**src/alarm_trim_pkg.sv**
```systemverilog
// package: register map, field layout and reset values of the alarm and trim bank
package alarm_trim_pkg;

  // printed offsets are register indices; byte address is four times the index
  localparam logic [9:0] IDX_SUMMARY = 10'h2C0;
  localparam logic [9:0] IDX_STATUS = 10'h2C1;
  localparam logic [9:0] IDX_MASK = 10'h2C2;
  localparam logic [9:0] IDX_LANE = 10'h2C4;
  localparam logic [9:0] IDX_TRIM0 = 10'h330;
  localparam logic [9:0] IDX_TRIM1 = 10'h332;
  localparam logic [9:0] IDX_TRIM2A = 10'h334;

  // alarm status / mask bit positions (same layout in both registers)
  localparam int BIT_BUFFER_ERROR = 5;
  localparam int BIT_SERIALIZER_LOCK = 4;
  localparam int BIT_LINK_STATE = 3;
  localparam int BIT_REALIGNMENT = 2;
  localparam int BIT_DIVIDER_MISMATCH = 0;
  localparam int BIT_SUMMARY = 0;

  // trim field position
  localparam int TRIM_LSB = 0;
  localparam int TRIM_MSB = 11;

  // reset values
  localparam logic [7:0] MASK_RESET = 8'h3F;
  localparam logic [7:0] STATUS_RESET = 8'h3F;
  localparam logic [7:0] LANE_RESET = 8'hFF;

  // htrans encoding of the bus
  localparam logic [1:0] HTRANS_NONSEQ = 2'h2;
  localparam logic [1:0] HTRANS_SEQ = 2'h3;
  localparam logic [2:0] HSIZE_WORD = 3'h2;

  typedef enum logic [1:0] {
    BUS_IDLE,
    BUS_WRITE,
    BUS_READ_FETCH,
    BUS_READ_DONE
  } bus_phase_e;

endpackage

```
**src/alarm_mask_and_offset_trim_regs.sv**
```systemverilog
// alarm mask, alarm status, per-lane buffer error and offset trim register bank on AHB-Lite
//
// How it works
// - mask bit 5 set keeps buffer error status out of the summary alarm.
// - mask bit 4 set keeps serializer lock lost status out of the summary.
// - mask bit 3 set keeps link state status out of the summary.
// - mask bit 2 set keeps realignment status out of the summary.
// - mask bit 0 set keeps divider mismatch status out of the summary.
// - mask register resets to 0x3F, all alarms masked.
// - lane error on lane i sets per-lane buffer error bit i.
// - writing one to a per-lane bit clears it; zero leaves it.
// - a lane error still present re-sets its bit at once.
// - writing one to status bit 5 clears all eight per-lane bits.
// - per-lane buffer error register resets to 0xFF.
// - core 0 trim bits 11:0 drive core 0, default from fuses.
// - core 1 trim bits 11:0 drive core 1, default from fuses.
// - core 2 input A trim applies only while core 2 samples input A.
// - summary alarm is one while any unmasked alarm status bit (5, 4, 3, 2 or 0) is set.
// - buffer error status sets on any active lane error, clears on write one.
//
// Our own choice: register access over AHB-Lite.
`timescale 1ns/1ps
`default_nettype none

module alarm_mask_and_offset_trim_regs
  import alarm_trim_pkg::*;
#(
  parameter int LANES = 8,
  parameter int TRIM_W = 12
) (
  input wire logic clk_i,
  input wire logic reset_i,
  // AHB-Lite slave
  input wire logic hsel_i,
  input wire logic [31:0] haddr_i,
  input wire logic [1:0] htrans_i,
  input wire logic hwrite_i,
  input wire logic [2:0] hsize_i,
  input wire logic hready_i,
  input wire logic [31:0] hwdata_i,
  output logic hreadyout_o,
  output logic hresp_o,
  output logic [31:0] hrdata_o,
  // alarm sources, levels
  input wire logic [LANES-1:0] lane_buffer_error_i,
  input wire logic [LANES-1:0] lane_active_i,
  input wire logic serializer_lock_lost_i,
  input wire logic link_state_alarm_i,
  input wire logic realignment_i,
  input wire logic divider_mismatch_i,
  // fuse defaults for the trims, sampled while reset is high
  input wire logic [TRIM_W-1:0] fuse_core0_offset_i,
  input wire logic [TRIM_W-1:0] fuse_core1_offset_i,
  input wire logic [TRIM_W-1:0] fuse_core2_input_a_offset_i,
  input wire logic core2_samples_input_a_i,
  // to the converter cores
  output logic [TRIM_W-1:0] core0_offset_o,
  output logic [TRIM_W-1:0] core1_offset_o,
  output logic [TRIM_W-1:0] core2_offset_o,
  output logic irq_o
);

  // status bits that are real alarms; bits 7:6 and 1 are reserved storage only
  localparam logic [7:0] ALARM_BITS = 8'h3D;

  typedef struct packed {
    bus_phase_e phase;
    logic [9:0] index;
    logic mapped;
    logic [31:0] rdata;
    logic [7:0] alarm_mask_reg;
    logic [7:0] alarm_status_reg;
    logic [LANES-1:0] per_lane_buffer_error;
    logic [15:0] core0_offset_value;
    logic [15:0] core1_offset_value;
    logic [15:0] core2_input_a_offset_value;
    logic [TRIM_W-1:0] core2_out;
    logic irq;
  } state_s;

  state_s state;
  state_s next_state;

  logic take;
  logic [7:0] status_set;
  logic [7:0] status_clr;
  logic [7:0] unmasked;
  logic summary;
  logic [LANES-1:0] lane_clr;
  logic wr_status;
  logic wr_lane;
  logic [31:0] read_mux;

  // an address phase is accepted for any selected, ready NONSEQ or SEQ transfer; word size only decides mapped
  assign take = hsel_i && hready_i && (htrans_i == HTRANS_NONSEQ || htrans_i == HTRANS_SEQ);

  // hardware set sources for the alarm status register
  always_comb begin
    status_set = 8'h00;
    status_set[BIT_BUFFER_ERROR] = |(lane_buffer_error_i & lane_active_i);
    status_set[BIT_SERIALIZER_LOCK] = serializer_lock_lost_i;
    status_set[BIT_LINK_STATE] = link_state_alarm_i;
    status_set[BIT_REALIGNMENT] = realignment_i;
    status_set[BIT_DIVIDER_MISMATCH] = divider_mismatch_i;
  end

  assign wr_status = (state.phase == BUS_WRITE) && state.mapped && (state.index == IDX_STATUS);
  assign wr_lane = (state.phase == BUS_WRITE) && state.mapped && (state.index == IDX_LANE);

  // write-one-to-clear on alarm bits only
  assign status_clr = wr_status ? (hwdata_i[7:0] & ALARM_BITS) : 8'h00;

  // per-lane clear: direct write-one, or all lanes from the status buffer error bit
  always_comb begin
    lane_clr = '0;
    if (wr_lane) begin
      lane_clr = hwdata_i[LANES-1:0];
    end
    if (status_clr[BIT_BUFFER_ERROR]) begin
      lane_clr = '1;
    end
  end

  // a set mask bit removes its status bit from the summary
  assign unmasked = state.alarm_status_reg & ~state.alarm_mask_reg & ALARM_BITS;
  // the bit-wise gate above covers positions 4, 3, 2 and 0 in the same way
  assign summary = |unmasked;

  always_comb begin
    read_mux = 32'h0000_0000;
    unique case (state.index)
      IDX_SUMMARY: read_mux[BIT_SUMMARY] = summary;
      IDX_STATUS: read_mux[7:0] = state.alarm_status_reg;
      IDX_MASK: read_mux[7:0] = state.alarm_mask_reg;
      IDX_LANE: read_mux[LANES-1:0] = state.per_lane_buffer_error;
      IDX_TRIM0: read_mux[15:0] = state.core0_offset_value;
      IDX_TRIM1: read_mux[15:0] = state.core1_offset_value;
      IDX_TRIM2A: read_mux[15:0] = state.core2_input_a_offset_value;
      default: read_mux = 32'h0000_0000;
    endcase
    if (!state.mapped) begin
      read_mux = 32'h0000_0000;
    end
  end

  always_comb begin
    next_state = state;

    // bus phase sequencing; reads take one wait state so read data come from a flop
    unique case (state.phase)
      BUS_IDLE: begin
        next_state.phase = BUS_IDLE;
      end
      BUS_WRITE: begin
        next_state.phase = BUS_IDLE;
      end
      BUS_READ_FETCH: begin
        next_state.rdata = read_mux;
        next_state.phase = BUS_READ_DONE;
      end
      BUS_READ_DONE: begin
        next_state.phase = BUS_IDLE;
      end
    endcase
    if (take && state.phase != BUS_READ_FETCH) begin
      next_state.phase = hwrite_i ? BUS_WRITE : BUS_READ_FETCH;
      next_state.index = haddr_i[11:2];
      next_state.mapped = (haddr_i[31:12] == 20'h00000) && (haddr_i[1:0] == 2'h0)
                          && (hsize_i == HSIZE_WORD);
    end

    // plain read/write storage
    if (state.phase == BUS_WRITE && state.mapped) begin
      unique case (state.index)
        IDX_MASK: next_state.alarm_mask_reg = hwdata_i[7:0];
        IDX_TRIM0: next_state.core0_offset_value = hwdata_i[15:0];
        IDX_TRIM1: next_state.core1_offset_value = hwdata_i[15:0];
        IDX_TRIM2A: next_state.core2_input_a_offset_value = hwdata_i[15:0];
        IDX_STATUS: begin
          // reserved status bits behave as plain storage
          next_state.alarm_status_reg = (state.alarm_status_reg & ALARM_BITS)
                                        | (hwdata_i[7:0] & ~ALARM_BITS);
        end
        default: next_state.alarm_mask_reg = state.alarm_mask_reg;
      endcase
    end

    // sticky alarms: set wins over a clear in the same cycle
    next_state.alarm_status_reg = (next_state.alarm_status_reg & ~status_clr) | status_set;
    next_state.per_lane_buffer_error = (state.per_lane_buffer_error & ~lane_clr)
                                       | lane_buffer_error_i;
    // a persisting lane error lands in the same update as its clear

    // trims reach the cores from flops
    next_state.core2_out = core2_samples_input_a_i
                           ? state.core2_input_a_offset_value[TRIM_MSB:TRIM_LSB]
                           : '0;
    next_state.irq = |((next_state.alarm_status_reg) & ~next_state.alarm_mask_reg & ALARM_BITS);

    // synchronous reset; trim defaults follow the fuses while reset is held
    if (reset_i) begin
      next_state.phase = BUS_IDLE;
      next_state.index = '0;
      next_state.mapped = 1'b0;
      next_state.rdata = 32'h0000_0000;
      next_state.alarm_mask_reg = MASK_RESET;
      next_state.alarm_status_reg = STATUS_RESET;
      next_state.per_lane_buffer_error = LANE_RESET[LANES-1:0];
      next_state.core0_offset_value = {4'h0, fuse_core0_offset_i};
      next_state.core1_offset_value = {4'h0, fuse_core1_offset_i};
      next_state.core2_input_a_offset_value = {4'h0, fuse_core2_input_a_offset_i};
      next_state.core2_out = '0;
      next_state.irq = 1'b0;
    end
  end

  always_ff @(posedge clk_i) begin
    state <= next_state;
  end

  // reserved trim bits 15:12 are stored but never reach a core; software keeps them zero
  assign core0_offset_o = state.core0_offset_value[TRIM_MSB:TRIM_LSB];
  assign core1_offset_o = state.core1_offset_value[TRIM_MSB:TRIM_LSB];
  assign core2_offset_o = state.core2_out;
  assign irq_o = state.irq;

  assign hreadyout_o = (state.phase != BUS_READ_FETCH);
  assign hresp_o = 1'b0;
  assign hrdata_o = state.rdata;

endmodule

`default_nettype wire

```
**config.mk**
```make
export PLATFORM = sky130hd
export DESIGN_NAME = alarm_mask_and_offset_trim_regs
export DESIGN_NICKNAME = d
export VERILOG_FILES = /design/src/alarm_trim_pkg.sv /design/src/alarm_mask_and_offset_trim_regs.sv
export SDC_FILE = /design/constraint.sdc
export NUM_CORES = 1
export LEC_CHECK = 0
export ABC_AREA = 0
export BUFFER_PORTS_ARGS = -buffer_cell sky130_fd_sc_hd__buf_2
export CORE_MARGIN = 2
export CORE_UTILIZATION = 50
export CTS_CLUSTER_DIAMETER = 60
export DETAILED_ROUTE_END_ITERATION = 6
export PLACE_DENSITY = 0.82
export SKIP_CTS_REPAIR_TIMING = 1
export SLEW_MARGIN = 30
export SYNTH_ARGS = -nofsm -noshare
export SYNTH_HDL_FRONTEND = slang
export SYNTH_SLANG_ARGS = --single-unit
```
**constraint.sdc**
```tcl
create_clock -name clk_i -period 2.9 [get_ports clk_i]
set_clock_uncertainty 0.05 [all_clocks]
set_input_delay 0.29 -clock clk_i [delete_from_list [all_inputs] [get_ports clk_i]]
set_output_delay 0.29 -clock clk_i [all_outputs]
set_load 0.01 [all_outputs]
```
==> flow_metrics.tcl <==
set metrics [dict create \
    worst_ep_arrival_time_ps 2750 \
    synth_seq_cells 114 \
    avgSynthCellArea_um2 9.042 \
    antenna_left 0 \
    wirelength_um 15970 \
    postPlaceCellArea_um2 6088 \
    place_inst 849 \
    coreArea_um2 10840 \
    synth_cells 617 \
    dieArea_um2 12020 \
    cts_tree "yes" \
    drv_cap 0 \
    grt_overflow_total 0 \
    instances_no_fill 904 \
    diodes 0 \
    io_buffers 167 \
    die_y_um 109.6 \
    power.density_nw_per_um2 580.4 \
    hold_path.class "in -> reg" \
    design_area_um2 6897 \
    clk_latency_ps 510 \
    min_period_over_period_pct 89.55 \
    synth_area_leaders "dfxtp_1 (28%), edfxtp_1 (19%), buf_4 (9.7%), nand2_1 (7.3%), a21oi_1 (4.6%)" \
    drt_iter0_drc 453 \
    pre_cts_slack_ps 384.8 \
    grt_pass1_vias 4852 \
    critical_path.top_delay_family "simple AND/OR/NAND/NOR gates" \
    crit_chain "or4_1, nor3_2, nand2_1, nand2b_1, buf_4" \
    drive_above_1_share_pct 29.19 \
    min_from "fuse_core0_offset_i[4]" \
    min_path_cells 3 \
    ir_worst_vdd_mv 0.4334 \
    total_power_mw 4.003 \
    path_class "reg -> reg" \
    setup_viol 0 \
    cts_root_buf "clkbuf_8" \
    regToRegStartpoint "state[118]$_SDFFE_PP0P_" \
    fillCellCount 866 \
    synth_edf_count 36 \
    num-nets-final 882 \
    maxSlewHeadroom_pct 49.36 \
    synth_top_area_share_pct 27.99 \
    cts_sinks 114 \
    drc_errors 0 \
    worstPathMaxFanout 13 \
    status "finished, violations left" \
    worst_setup_path_end_kind "flip-flop" \
    utilization_pct 63.62 \
    area_growth_pct 23.62 \
    crit_buf_inv 1 \
    tns_ps 0 \
    yosysUniqueCellTypes 54 \
    synth_top_area_cell "dfxtp_1" \
    yosysWarningCount 0 \
    async_reset_ff_share_pct 0 \
    tightestPinTransition_ps 758.0 \
    clock_path_buffers 2 \
    fmax_ghz 0.3851 \
    drt-vias-per-instance 5.697 \
    max_stage_delay_ps 630 \
    slowest_stage "or4_1" \
    syn_area_um2 5579 \
    period_minus_slack_ps 2597 \
    rr_worst_depth 5 \
    cp_data_required_time_ps 3050 \
    cts_buffers 17 \
    final.setup.worst_slack_ps 303.0 \
    synth_top_flop_cell "dfxtp_1" \
    violations "hold timing" \
    die_x_um 109.6 \
    dr.pass1.iters 5 \
    io_pins 202 \
    whs_ps -12.13 \
    grt_pass1_wl_um 23830 \
    place.gp.congestion 0.9630 \
    hold_viol_final 3 \
    slew_violations 0 \
    grt_setup_unrepaired "false" \
    wl_per_cell_um 17.67 \
    yosysSeqAreaShare_pct 47.36 \
    num_vias 5150 \
    reg2reg_to "core0_offset_o[10]$_DFFE_PP_" \
    ff2ff_setup_slack_ps 300 \
    power_leakage_nw 2.890 \
    dpl.hpwl_um 11260 \
    clkTransAtPathRegs_ps 60 \
    holdPathEnd "core0_offset_o[4]$_DFFE_PP_" \
    antenna_found_initial 0 \
    grt_max_degree 83 \
    rows 38 \
    htree_levels 4 \
    grt_usage_pct 26.37 \
    startpoint_type "flip-flop" \
    initial_core_util_pct 51.47 \
]
==> routing by layer <==
metal / wire length, um / track usage [%] / up-vias
met4: 476 / 9.494 / 0
li1: - / - / 2361
met2: 7755 / 45.06 / 356
met1: 6030 / 31.64 / 2386
met3: 1710 / 7.528 / 47
met5: 0 / 0 / -
==> worst max path at each step <==
| stage | start | endpoint | slack [ps] | depth (start not counted) |
|---|---|---|---|---|
| floorplan | state[121]$_SDFFE_PP0P_ | state[13]$_DFFE_PP_ | 590 | 6 |
| global placement | state[118]$_SDFFE_PP0P_ | core0_offset_o[2]$_DFFE_PP_ | 460 | 5 |
| detailed placement | state[118]$_SDFFE_PP0P_ | core0_offset_o[2]$_DFFE_PP_ | 380 | 5 |
| CTS | state[118]$_SDFFE_PP0P_ | core0_offset_o[0]$_DFFE_PP_ | 330 | 5 |
| global route | state[118]$_SDFFE_PP0P_ | core0_offset_o[10]$_DFFE_PP_ | 230 | 5 |
| finish | state[118]$_SDFFE_PP0P_ | core0_offset_o[10]$_DFFE_PP_ | 300 | 5 |
==> cell families after synthesis <==
| kind of cell | synth area share (%) |
|---|---|
| simple gates | 21.55 |
| compound gates | 16.66 |
| flops | 47.36 |
| buf+inv | 12.92 |
| mux | 1.435 |
| other cells | 0.06722 |
==> placed cells by master, fill, tap and decap left out, types with 3 or more instances in the layout <==
cell type,count
dlygate4sd3_1,23
a222oi_1,3
clkbuf_8,4
buf_4,15
conb_1,17
nand3_1,15
nor3_1,3
a211o_1,3
a22oi_1,30
o21ai_0,40
and2_1,13
nand3b_1,14
clkbuf_1,3
a21oi_1,51
clkbuf_16,19
or3_1,3
nor4_1,4
a311o_1,7
dfxtp_1,78
mux2i_1,8
nor2_1,29
nand4_1,4
buf_2,166
inv_4,3
nor2b_1,4
nand2b_1,14
inv_1,7
edfxtp_1,36
nand2_1,108
==> flip-flops by register name (all words and copies together) (netlist names), named ones only <==
register	flops
core0_offset_o	12
core1_offset_o	12
core2_offset_o	12
hrdata_o	16
irq_o	1
state	59
==> worst register-to-register path, stage by stage, from the launching register on <==
cell and delay, ps:
dfxtp_1 460, or4_1 640, nor3_2 450, nand2_1 280
nand2b_1 160, buf_4 250
==> Yosys cell counts, drive strengths merged, types with 3 or more instances <==
cell type  instances
nor4               4
inv                7
o21ai             41
a211o              3
clkbuf            21
buf               85
a22oi             30
nand4              4
nor2              29
mux2i              8
nor4b              4
a21oi             51
nand2b            14
nand3b            14
nand3             17
nor2b              4
edfxtp            36
a311o              7
dfxtp             78
nand2            108
a222oi             3
or3                3
and2              13
nor3               6
==> area by class of cell <==
class	count	area, um^2	share of cell area, %
timing repair buffer	205	1194	17.31
clock buffer	26	541.8	7.856
sequential	114	2643	38.32
inverter	7	26.28	0.3810
multi-input combinational	406	2281	33.07
tap	140	175.2	2.540
clock inverter	6	36.28	0.5261
==> power by group <==
group          internal, mW  switching, mW  total (mW)
clock network          1.27          0.709        1.98
logic                 0.135          0.156       0.291
registers              1.70         0.0341        1.73
total                  3.10          0.898        4.00
No activity file was read; power rests on OpenSTA's default activity.
